<file path="src/hw/jtb_map.vh">
/*
 Constants for the test access port block: state codes, instruction codes,
 identification word layout and capture pattern.
 Assumes inclusion by bare name from the design files.
*/
`ifndef JTB_MAP_VH
`define JTB_MAP_VH

// Controller state codes, four bits each.
`define JTB_ST_RESET      4'h0
`define JTB_ST_IDLE       4'h1
`define JTB_ST_SEL_DR     4'h2
`define JTB_ST_CAP_DR     4'h3
`define JTB_ST_SH_DR      4'h4
`define JTB_ST_EX1_DR     4'h5
`define JTB_ST_PAU_DR     4'h6
`define JTB_ST_EX2_DR     4'h7
`define JTB_ST_UPD_DR     4'h8
`define JTB_ST_SEL_IR     4'h9
`define JTB_ST_CAP_IR     4'hA
`define JTB_ST_SH_IR      4'hB
`define JTB_ST_EX1_IR     4'hC
`define JTB_ST_PAU_IR     4'hD
`define JTB_ST_EX2_IR     4'hE
`define JTB_ST_UPD_IR     4'hF

// Instruction codes.
`define JTB_INS_EXTEST    4'h0
`define JTB_INS_SAMPLE    4'h1
`define JTB_INS_IDENT     4'h2
`define JTB_INS_HIGHZ     4'h3
`define JTB_INS_BYPASS    4'hF

// Instruction width and the value captured in Capture-IR.
`define JTB_IR_W          4
`define JTB_IR_CAPTURE    4'h1

// Identification word field positions.
`define JTB_ID_VER_HI     31
`define JTB_ID_VER_LO     28
`define JTB_ID_PART_HI    27
`define JTB_ID_PART_LO    12
`define JTB_ID_MAKER_HI   11
`define JTB_ID_MAKER_LO   1

`endif

</file>
<file path="src/hw/jtb_scan_chain.v">
/*
 Boundary scan chain: capture, shift and update stages for the port cells.
 Assumes the caller supplies one-cycle strobes on the system clock that stand
 for rising and falling test clock edges.
*/
`timescale 1ns/10ps
module jtb_scan_chain
#(
   parameter CELLS = 8
)
(
   // Clock and reset.
   input  wire             sys_clk,
   input  wire             resetn,
   // Control strobes.
   input  wire             capture,
   input  wire             shift,
   input  wire             update,
   input  wire             serial_in,
   // Parallel pin values and results.
   input  wire [CELLS-1:0] pin_value,
   output reg  [CELLS-1:0] shift_stage,
   output reg  [CELLS-1:0] update_stage
);

   // Shift stages load pin values or move one place toward the serial out.
   always @(posedge sys_clk or negedge resetn)
   begin
      if (!resetn)
      begin
         shift_stage <= {CELLS{1'b0}};
      end
      else if (capture)
      begin
         shift_stage <= pin_value;
      end
      else if (shift)
      begin
         shift_stage <= {serial_in, shift_stage[CELLS-1:1]};
      end
   end

   // Update stages hold steady while shifting, so pins do not ripple.
   always @(posedge sys_clk or negedge resetn)
   begin
      if (!resetn)
      begin
         update_stage <= {CELLS{1'b0}};
      end
      else if (update)
      begin
         update_stage <= shift_stage;
      end
   end

endmodule // jtb_scan_chain

</file>
<file path="src/hw/jtb_tap.v">
/*
 Test access port: controller, instruction register, bypass, boundary scan
 and identification registers, serial output and pin override.
 Assumes tck, tms, tdi and trst_n arrive asynchronously from a tester and
 that the test clock is far slower than the system clock.
*/
`timescale 1ns/10ps
`include "jtb_map.vh"

// How it works
// - Five TMS-high test clocks reach reset.
// - Queue operation waits until controller reset.
// - States advance on rising test clock edge.
// - Reset state disables all test logic.
// - Idle state keeps test logic idle.
// - Select states branch data, instruction, reset.
// - Capture-IR loads pattern ending 01.
// - Shift-IR shifts instruction between TDI, TDO.
// - Exit-1 branches pause or update, Exit-2 shift or update.
// - Pause-IR holds shift contents.
// - Update-IR latches instruction on falling edge.
// - Capture-DR loads selected data register.
// - Data path mirrors instruction path.
// - Instruction is four bits, LSB nearest TDO.
// - Data registers parallel, instruction selects.
// - Bypass stage cleared in Capture-DR.
// - Bypass leaves function untouched.
// - Boundary register loads and reads pins.
// - Identification register is 32-bit read-only.
// - Word: version, part, maker, one.
// - Maker field is code without parity.
// - Instruction codes decode as listed.
// - High-impedance disables outputs, selects bypass.
module jtb_tap
#(
   parameter        CELLS      = 8,
   parameter [3:0]  VERSION    = 4'h1,    // Arbitrary value.
   parameter [15:0] PART_NUM   = 16'h1234, // Arbitrary value.
   parameter [10:0] MAKER_ID   = 11'h055   // Arbitrary value.
)
(
   // Clock and reset.
   input  wire             sys_clk,
   input  wire             resetn,
   // Test access port pins.
   input  wire             tck,
   input  wire             tms,
   input  wire             tdi,
   input  wire             trst_n,
   output reg              tdo_out,
   output reg              tdo_oe_n,
   // Core pins seen through the boundary cells.
   input  wire [CELLS-1:0] core_out,
   input  wire [CELLS-1:0] pin_in,
   output reg  [CELLS-1:0] pin_out,
   output reg              pin_oe_n,
   // Status toward the queue logic.
   output reg              queue_enable,
   output reg  [3:0]       tap_state
);

   // Synchronisers: the first stage feeds only the second.
   // Reset levels match the idle pins, so no false test clock edge and
   // no false test reset follows the release of resetn.
   reg [1:0] tck_sy;
   reg [1:0] tms_sy;
   reg [1:0] tdi_sy;
   reg [1:0] trst_sy;
   reg       tck_prev;

   always @(posedge sys_clk or negedge resetn)
   begin
      if (!resetn)
      begin
         tck_sy   <= 2'h0;
         tms_sy   <= 2'h3;
         tdi_sy   <= 2'h3;
         trst_sy  <= 2'h3;
         tck_prev <= 1'b0;
      end
      else
      begin
         tck_sy   <= {tck_sy[0], tck};
         tms_sy   <= {tms_sy[0], tms};
         tdi_sy   <= {tdi_sy[0], tdi};
         trst_sy  <= {trst_sy[0], trst_n};
         tck_prev <= tck_sy[1];
      end
   end

   wire tck_rise = tck_sy[1] & ~tck_prev;
   wire tck_fall = ~tck_sy[1] & tck_prev;
   wire tms_s    = tms_sy[1];
   wire tdi_s    = tdi_sy[1];
   wire trst_act = ~trst_sy[1];

   // Controller state and next-state logic.
   reg  [3:0] state;
   reg  [3:0] next_state;

   // Next state from the synchronised mode level; it is used only on rises.
   always @*
   begin
      next_state = state;
      case (state)
         `JTB_ST_RESET:  next_state = tms_s ? `JTB_ST_RESET : `JTB_ST_IDLE;
         `JTB_ST_IDLE:   next_state = tms_s ? `JTB_ST_SEL_DR : `JTB_ST_IDLE;
         `JTB_ST_SEL_DR: next_state = tms_s ? `JTB_ST_SEL_IR
                                            : `JTB_ST_CAP_DR;
         `JTB_ST_CAP_DR: next_state = tms_s ? `JTB_ST_EX1_DR : `JTB_ST_SH_DR;
         `JTB_ST_SH_DR:  next_state = tms_s ? `JTB_ST_EX1_DR : `JTB_ST_SH_DR;
         `JTB_ST_EX1_DR: next_state = tms_s ? `JTB_ST_UPD_DR
                                            : `JTB_ST_PAU_DR;
         `JTB_ST_PAU_DR: next_state = tms_s ? `JTB_ST_EX2_DR : `JTB_ST_PAU_DR;
         `JTB_ST_EX2_DR: next_state = tms_s ? `JTB_ST_UPD_DR
                                            : `JTB_ST_SH_DR;
         `JTB_ST_UPD_DR: next_state = tms_s ? `JTB_ST_SEL_DR : `JTB_ST_IDLE;
         `JTB_ST_SEL_IR: next_state = tms_s ? `JTB_ST_RESET
                                            : `JTB_ST_CAP_IR;
         `JTB_ST_CAP_IR: next_state = tms_s ? `JTB_ST_EX1_IR : `JTB_ST_SH_IR;
         `JTB_ST_SH_IR:  next_state = tms_s ? `JTB_ST_EX1_IR : `JTB_ST_SH_IR;
         `JTB_ST_EX1_IR: next_state = tms_s ? `JTB_ST_UPD_IR
                                            : `JTB_ST_PAU_IR;
         `JTB_ST_PAU_IR: next_state = tms_s ? `JTB_ST_EX2_IR : `JTB_ST_PAU_IR;
         `JTB_ST_EX2_IR: next_state = tms_s ? `JTB_ST_UPD_IR
                                            : `JTB_ST_SH_IR;
         `JTB_ST_UPD_IR: next_state = tms_s ? `JTB_ST_SEL_DR : `JTB_ST_IDLE;
         default:        next_state = `JTB_ST_RESET;
      endcase
   end

   // The controller has no power-up reset of its own by design; the system
   // reset only gives simulation a known start, and the tester must still
   // reset it before queue traffic is allowed.
   reg        was_reset;

   always @(posedge sys_clk or negedge resetn)
   begin
      if (!resetn)
      begin
         state     <= `JTB_ST_IDLE;
         was_reset <= 1'b0;
      end
      else if (trst_act)
      begin
         state     <= `JTB_ST_RESET;
         was_reset <= 1'b1;
      end
      else if (tck_rise)
      begin
         state     <= next_state;
         if (next_state == `JTB_ST_RESET)
         begin
            was_reset <= 1'b1;
         end
      end
   end

   // Instruction shift stages and the current instruction.
   reg [`JTB_IR_W-1:0] ir_shift;
   reg [`JTB_IR_W-1:0] ir_hold;

   always @(posedge sys_clk or negedge resetn)
   begin
      if (!resetn)
      begin
         ir_shift <= `JTB_IR_CAPTURE;
      end
      else if (tck_rise && state == `JTB_ST_CAP_IR)
      begin
         ir_shift <= `JTB_IR_CAPTURE;
      end
      else if (tck_rise && state == `JTB_ST_SH_IR)
      begin
         ir_shift <= {tdi_s, ir_shift[`JTB_IR_W-1:1]};
      end
      // Pause-IR and the exits leave the stages untouched.
   end

   // Reset chooses identification, so it can be read straight away.
   always @(posedge sys_clk or negedge resetn)
   begin
      if (!resetn)
      begin
         ir_hold <= `JTB_INS_IDENT;
      end
      else if (state == `JTB_ST_RESET)
      begin
         ir_hold <= `JTB_INS_IDENT;
      end
      else if (tck_fall && state == `JTB_ST_UPD_IR)
      begin
         ir_hold <= ir_shift;
      end
   end

   // Instruction decode; any other code falls back to bypass.
   wire sel_bsr = (ir_hold == `JTB_INS_EXTEST) ||
                  (ir_hold == `JTB_INS_SAMPLE);
   wire sel_id  = (ir_hold == `JTB_INS_IDENT);
   wire sel_byp = ~sel_bsr & ~sel_id;
   wire extest  = (ir_hold == `JTB_INS_EXTEST);
   wire highz   = (ir_hold == `JTB_INS_HIGHZ);

   wire cap_dr = tck_rise && state == `JTB_ST_CAP_DR;
   wire sh_dr  = tck_rise && state == `JTB_ST_SH_DR;
   wire upd_dr = tck_fall && state == `JTB_ST_UPD_DR;

   // Bypass stage and identification shifter.
   reg        byp_stage;
   reg [31:0] id_shift;
   wire [31:0] id_word;

   // Fields go to their declared positions; bit 0 is always one.
   assign id_word[`JTB_ID_VER_HI:`JTB_ID_VER_LO]     = VERSION;
   assign id_word[`JTB_ID_PART_HI:`JTB_ID_PART_LO]   = PART_NUM;
   assign id_word[`JTB_ID_MAKER_HI:`JTB_ID_MAKER_LO] = MAKER_ID;
   assign id_word[0]                                 = 1'b1;

   always @(posedge sys_clk or negedge resetn)
   begin
      if (!resetn)
      begin
         byp_stage <= 1'b0;
         id_shift  <= 32'h0000_0000;
      end
      else
      begin
         if (sel_byp && cap_dr)
         begin
            byp_stage <= 1'b0;
         end
         else if (sel_byp && sh_dr)
         begin
            byp_stage <= tdi_s;
         end
         if (sel_id && cap_dr)
         begin
            id_shift <= id_word;
         end
         else if (sel_id && sh_dr)
         begin
            id_shift <= {tdi_s, id_shift[31:1]};
         end
      end
   end

   // Boundary cells: pin inputs then core outputs form the capture word.
   wire [2*CELLS-1:0] bsr_shift;
   wire [2*CELLS-1:0] bsr_update;

   jtb_scan_chain #(
      .CELLS        (2*CELLS)
   ) jtb_scan_chain_inst (
      .sys_clk      (sys_clk),
      .resetn       (resetn),
      .capture      (sel_bsr & cap_dr),
      .shift        (sel_bsr & sh_dr),
      .update       (sel_bsr & upd_dr),
      .serial_in    (tdi_s),
      .pin_value    ({core_out, pin_in}),
      .shift_stage  (bsr_shift),
      .update_stage (bsr_update)
   );

   // Serial output and pin drive, all from flip-flops.
   wire shifting = (state == `JTB_ST_SH_DR) || (state == `JTB_ST_SH_IR);
   wire dr_bit   = sel_id  ? id_shift[0] :
                   sel_bsr ? bsr_shift[0] : byp_stage;
   wire ser_bit  = (state == `JTB_ST_SH_IR) ? ir_shift[0] : dr_bit;

   // The serial output moves about three system clocks after the pin falls,
   // so the test clock must stay well below the system clock rate.

   always @(posedge sys_clk or negedge resetn)
   begin
      if (!resetn)
      begin
         tdo_out      <= 1'b0;
         tdo_oe_n     <= 1'b1;
         pin_out      <= {CELLS{1'b0}};
         pin_oe_n     <= 1'b1;
         queue_enable <= 1'b0;
         tap_state    <= `JTB_ST_IDLE;
      end
      else
      begin
         if (tck_fall)
         begin
            tdo_out  <= ser_bit;
            tdo_oe_n <= ~shifting;
         end
         // Only EXTEST steers pin values; HIGHZ turns the pins off; other codes pass the core through.
         pin_out      <= extest ? bsr_update[2*CELLS-1:CELLS]
                                : core_out;
         pin_oe_n     <= highz;
         queue_enable <= was_reset & ~extest & ~highz;
         tap_state    <= state;
      end
   end

endmodule // jtb_tap

</file>
<file path="config.mk">
export PLATFORM = sky130hd
export DESIGN_NAME = jtb_tap
export DESIGN_NICKNAME = d
export VERILOG_FILES = /design/src/hw/jtb_scan_chain.v /design/src/hw/jtb_tap.v
export VERILOG_INCLUDE_DIRS = /design/src /design/src/hw
export SDC_FILE = /design/constraint.sdc
export NUM_CORES = 1
export LEC_CHECK = 0
export BUFFER_PORTS_ARGS = -buffer_cell sky130_fd_sc_hd__buf_2
export CORE_MARGIN = 3
export CORE_UTILIZATION = 40
export DETAILED_ROUTE_END_ITERATION = 8
export GPL_ROUTABILITY_DRIVEN = 1
export PLACE_DENSITY = 0.69
export SYNTH_ARGS = -nofsm -noshare
export SYNTH_HDL_FRONTEND = slang
export SYNTH_SLANG_ARGS = --single-unit
</file>
<file path="constraint.sdc">
create_clock -name sys_clk -period 1.4 [get_ports sys_clk]
set_input_delay 0.07 -clock sys_clk [delete_from_list [all_inputs] [get_ports sys_clk]]
set_output_delay 0.07 -clock sys_clk [all_outputs]
set_load 0.05 [all_outputs]
</file>
==> After elaboration in Yosys (flattened, before gate mapping) <==
Cells that the tools add are included.
{ "word_totals": {"inputBits": 22, "register_bits": 103, "out_inout_bits": 16} }
{ "op_classes": {"n_reduce_logical": 24, "mux": 32, "eq_ne": 20, "n_bitwise": 15} }
{ "op_table": {"columns": ["op", "n"], "rows": [
  ["$mux W32", 2],
  ["$pmux W4 S12", 1],
  ["$mux W4", 10],
  ["$eq A4 B4 Y1 const B", 8],
  ["$mux W16", 2],
  ["$eq A4 B2 Y1 const B", 4],
  ["$eq A4 B3 Y1 const B", 4],
  ["$logic_not A4 Y1", 3],
  ["$mux W1", 11],
  ["$logic_and A1 B1 Y1", 10],
  ["$reduce_bool A2 Y1", 5],
  ["$and A1 B1 Y1", 8],
  ["$eq A4 B1 Y1 const B", 2],
  ["$mux W8", 1],
  ["$not A1 Y1", 7],
  ["$mux W2", 3],
  ["$mux W3", 2],
  ["$ne A2 B1 Y1 const B", 2],
  ["$reduce_or A2 Y1", 2],
  ["$reduce_or A3 Y1", 1],
  ["$logic_or A1 B1 Y1", 2],
  ["$reduce_and A2 Y1", 1]
]} }

==> Logic depth before layout (Yosys ltp) <==
{ "depth": {"ltp_word": 7, "mapped_depth": 7} }

==> By module <==
A second synthesis with hierarchy kept.
{ "hier_totals": {"cells_unflattened": 392, "area_unflattened_um2": 4406.7} }
{ "by_module_without_submodules": {"columns": ["module", "n_inst", "seq_area_each_um2", "area_each_um2", "cells_per_inst"], "rows": [
  ["jtb_tap", 1, 1791.7, 3012.9, 289],
  ["jtb_scan_chain", 1, 800.8, 1393.8, 103]
]} }

==> Least setup slack after synthesis <==
No wires, ideal clock.
{ "synth_path": {"kind": "register -> register", "startpoint": "register ir_hold[3]", "endpoint": "register tdo_out", "arrival_time_ps": 1384, "synth_period_minus_slack_ps": 1511, "n_path_buf": 0, "setup_slack_ps": -111, "setup_time_ps": 126, "path_stages_with_launch": 5, "path_cell_list": "dfrtp_1 > or4_1 > o21ai_0 > nor4b_1 > a311o_1"} }
{ "synth_via": {"elab_chain_len": 5, "elab_cells_between_ends": 7, "classes_between": "eq/ne: 2; mux: 3; reduce/logical: 2"} }
{ "synth_rtl": {"columns": ["element", "line_no", "source"], "rows": [
  ["from (decl)", "jtb_tap.v:161", "reg [`JTB_IR_W-1:0] ir_hold;"],
  ["from (signal assigned)", "jtb_tap.v:185", "ir_hold <= `JTB_INS_IDENT;"],
  ["from (signal assigned)", "jtb_tap.v:189", "ir_hold <= `JTB_INS_IDENT;"],
  ["from (signal assigned)", "jtb_tap.v:193", "ir_hold <= ir_shift;"],
  ["$eq A4 B1 Y1 (no line) / $logic_not A4 Y1 (equally long branches)", null, null],
  ["$logic_or A1 B1 Y1", "jtb_tap.v:198", "wire sel_bsr = (ir_hold == `JTB_INS_EXTEST) ||"],
  ["$mux W1", "jtb_tap.v:269", "sel_bsr ? bsr_shift[0] : byp_stage;"],
  ["$mux W1 (*)", "jtb_tap.v:268", "wire dr_bit = sel_id ? id_shift[0] :"],
  ["$mux W1 (*)", "jtb_tap.v:270", "wire ser_bit = (state == `JTB_ST_SH_IR) ? ir_shift[0] : dr_bit;"],
  ["to (signal assigned)", "jtb_tap.v:290", "tdo_out <= ser_bit;"],
  ["to (decl)", "jtb_tap.v:50", "output reg tdo_out,"]
]} }
Mark *: on every way between the ends. The rest lies on a longest branch, timed or not.
A chain may end at the register's enable or synchronous reset.

==> Final worst setup path <==
{ "layout_path": {"startpoint": "register state[0]", "endpoint": "register jtb_scan_chain_inst.shift_stage[1]"} }
{ "layout_via": {"elab_chain_len": 4, "elab_cells_between_ends": 8, "classes_between": "eq/ne: 2; mux: 1; bitwise: 2; reduce/logical: 3"} }
{ "layout_rtl": {"columns": ["element", "line_no", "source"], "rows": [
  ["from (decl)", "jtb_tap.v:98", "reg [3:0] state;"],
  ["from (signal assigned)", "jtb_tap.v:141", "state <= `JTB_ST_IDLE;"],
  ["from (signal assigned)", "jtb_tap.v:146", "state <= `JTB_ST_RESET;"],
  ["from (signal assigned)", "jtb_tap.v:151", "state <= next_state;"],
  ["$eq A4 B2 Y1 / $eq A4 B3 Y1 (equally long branches)", null, null],
  ["$logic_and A1 B1 Y1 (no line)", null, null],
  ["$and A1 B1 Y1, on equally long branches", "jtb_tap.v:257, jtb_tap.v:258", null],
  ["$mux W16 / $reduce_bool A2 Y1 (equally long branches)", null, null],
  ["to (signal assigned)", "jtb_scan_chain.v:31", "shift_stage <= {CELLS{1'b0}};"],
  ["to (signal assigned)", "jtb_scan_chain.v:35", "shift_stage <= pin_value;"],
  ["to (signal assigned)", "jtb_scan_chain.v:39", "shift_stage <= {serial_in, shift_stage[CELLS-1:1]};"],
  ["to (decl)", "jtb_scan_chain.v:22", "output reg [CELLS-1:0] shift_stage,"]
]} }
Parallel ways exist; a longest one is shown, timed or not.

==> impl_metrics.yaml <==
worst_hold_path:
  hold_class: "in -> reg"
  worstHoldStart: "pin_in[2]"
  hold-path-cell-count: 3
  min_to: "jtb_scan_chain_inst.shift_stage[2]"
grt:
  grt_max_degree: 43
  grt_pass1_vias: 3073
  grt_pass1_wl_mm: 14.81
  gr-total-overflow: 0
  antenna_found_initial: 0
  grtUsageTotal_pct: 15.94
drt:
  drt-total-wl_mm: 8.503
  wl_per_cell_um: 13.83
  first_pass_iters: 4
  drt_iter0_drc: 120
  vias: 3024
  drt.antenna.violating_nets: 0
  drc: 0
  post_drt_via_cell_ratio: 4.917
layout:
  final_cells: 615
  multiInputGateArea_um2: 1694
  drive_above_1_share_pct: 36.93
  syn_to_final_growth_pct: 33.11
  seqCellArea_um2: 2400
  n_antenna_cell: 0
  final_util_pct: 55.02
  fillers: 823
  finalNetCount: 499
timing:
  tns_ns: -7.258
  fin_crit_sh_pct: 113.5
  rsz0062_at_grt: "yes"
  tightest_slew_ns: 0.4562
  timing.fmax_mhz: 629.2
  maxSlewViolCount: 0
  finalClockSkew_ns: 0.02096
  fin_crit_ns: 1.589
  timing.hold.ws_ns: 0.006751
  fin_ws_ns: -0.1893
  slew_headroom_pct: 69.59
  finalSetupViolCount: 74
  hold_viol_final: 0
worst_setup_path:
  worstPathArrival_ns: 1.83
  crit_path_max_fanout: 6
  critPathKind: "reg -> reg"
  reg2reg_to: "jtb_scan_chain_inst.shift_stage[1]"
  worst_setup_path_end_kind: "flop"
  cp.required_ns: 1.64
  critPathLaunchType: "flop"
  r2r_setup_slack_ns: -0.19
  rr_worst_depth: 6
  r2r-start: "state[0]"
clock_network:
  clock-sinks: 95
  cts_buffers: 9
  cts-root-buf: "clkbuf_8"
  clkTransAtPathRegs_ns: 0.10
  max-clock-path-buffers: 2
  cts_tree: "done"
  clock_latency_ns: 0.36
  h-tree-depth: 3
pwr:
  peakVddDrop_mv: 0.5849
  p_leak_nw: 2.465
  power_density_nw_per_um2: 884.5
  p_total_mw: 4.801
yosys:
  synthCells: 374
  synth_area_leader_cell: "dfrtp_1"
  ys_warn_count: 0
  synthTopCellsByArea: "dfrtp_1 (51%), dfstp_2 (7.7%), nand2_1 (6.4%)"
  async_flop_share_pct: 100.0
  synth_cell_type_count: 49
  synth_top_area_share_pct: 50.94
  synth_edf_count: 0
  syn_nets: 396
  synth_ff_type: "dfrtp_1"
  yosysSeqAreaShare_pct: 58.67
  ys_ff_latch: 95
  syn_area_um2: 4078
  syn_area_per_cell_um2: 10.90
place:
  dp_hpwl_mm: 5.645
  port_buffers: 37
  dpl.cell_count: 564
  place.gp.congestion: 0.8595
outcome:
  violations: "negative setup slack"
  status: "finished with violations"
floorplanning:
  start_util_pct: 41.34
  dieArea_um2: 11440
  fp-row-count: 36
  die_w_um: 107.0
  ios: 38
  die_h_um: 107.0
  core_um2: 9864
flow_run:
  maxCapViolCount: 0
how the worst max path moves through the flow:
stage / startpoint / end / cells past startpoint
after CTS: state[0] / state[1] / 5
after global routing: state[0] / byp_stage / 5
after floorplan: ir_hold[2] / pin_out[0] / 2
final: state[0] / jtb_scan_chain_inst.shift_stage[1] / 6
after detailed placement: state[0] / id_shift[18] / 5
after global placement: state[0] / ir_hold[1] / 4
registers in the layout (all words and copies together), names as in the netlist:
| name | flops |
|---|---|
| byp_stage | 1 |
| id_shift | 32 |
| ir_hold | 4 |
| ir_shift | 4 |
| jtb_scan_chain_inst.shift_stage | 16 |
| jtb_scan_chain_inst.update_stage | 8 |
| pin_oe_n | 1 |
| pin_out | 8 |
| queue_enable | 1 |
| state | 4 |
| tap_state | 4 |
| tck_prev | 1 |
| tck_sy | 2 |
| tdi_sy | 2 |
| tdo_oe_n | 1 |
| tdo_out | 1 |
| tms_sy | 2 |
| trst_sy | 2 |
| was_reset | 1 |
placed cells by master (no fill, tap or decap), types with 3 or more instances in the layout:
cell and instances:
a21oi_1 7, a31oi_1 3, and3_4 3, buf_12 6, buf_2 37, buf_4 42, buf_6 13, clkbuf_8 9
clkinvlp_4 3, dfrtp_1 77, dfrtp_2 6, dfstp_2 12, dlygate4sd3_1 17, inv_1 7, mux2_2 8, mux2_4 11
mux2i_1 18, nand2_1 69, nor2_1 17, nor2b_1 8, nor3b_2 3, o21ai_0 10, o21ai_1 43
synthesized netlist by cell type, drive strengths merged (2+ instances only):
library cell  instances
o21ai                55
nor2b                 8
nor3                  3
nand4                 2
buf                  20
nand2                69
nor4b                 2
mux2                 19
nand2b                3
dfrtp                83
nor4                  4
nor3b                 5
a31oi                 3
a21oi                 7
nand3                 4
mux2i                19
and3                  3
clkbuf                4
dfstp                12
a311o                 2
inv                   7
o211ai                4
and2b                 2
nor2                 18
final cells by class:
type / count / area share (%)
clock inverters: 6 / 0.9451
clock buffers: 10 / 2.351
multi-input cells: 248 / 31.21
inverters: 7 / 0.4841
well taps: 133 / 3.066
repair buffers: 116 / 17.73
flip-flops and latches: 95 / 44.21
kinds of logic after synthesis:
kind of cell              synth area share [%]
xor gates and xnor gates                0.4297
muxes                                    9.911
DFF                                      58.67
buffers and inverters                    3.590
AOI/OAI and AO/OA                        11.20
and+or+nand+nor                          16.20
power by group:
part	internal [mW]	switching (mW)	total, mW	leakage (nW)
Sequential	2.78	0.0227	2.81	1.16
Combinational	0.152	0.193	0.345	1.23
Clock	0.671	0.979	1.65	0.0814
Total	3.61	1.19	4.80	2.47
repair_timing:
item / 4_1_cts / 5_1_grt
cloned: 0 / 2
buffers inserted: 9 / 9
hold buffers: 17 / 0
pin swaps: 3 / 5
gates resized for setup: 30 / 29
endpoints found under the setup margin: 80 / 80
endpoints found under the hold margin: 53 / 0
routing by layer:
metal,routed length [um],GRT usage [%],part of all wire (%),vias to the layer above
met5,0,0,0,-
met1,3888,20.92,46,1508
li1,-,-,-,1486
met4,39,4.384,0.46,0
met3,180,3.432,2.1,2
met2,4396,26.80,52,28
critical path: stages (launching register included):
cell and delay (ns):
dfstp_2 0.60, nand2_1 0.13, nor4_4 0.14, buf_4 0.18, clkbuf_16 0.15, mux2i_1 0.19
o21ai_0 0.09
through the flow:
step | cell area (um^2) | setup slack, ns
finish | 5428 | -0.1893
global route | 5428 | -0.2610
CTS | 5239 | -0.1379
detailed placement | 4741 | -0.1746
global placement | 4741 | -0.1458
floorplan | 4151 | -0.04438
Power figures use the tool's default switching activity.
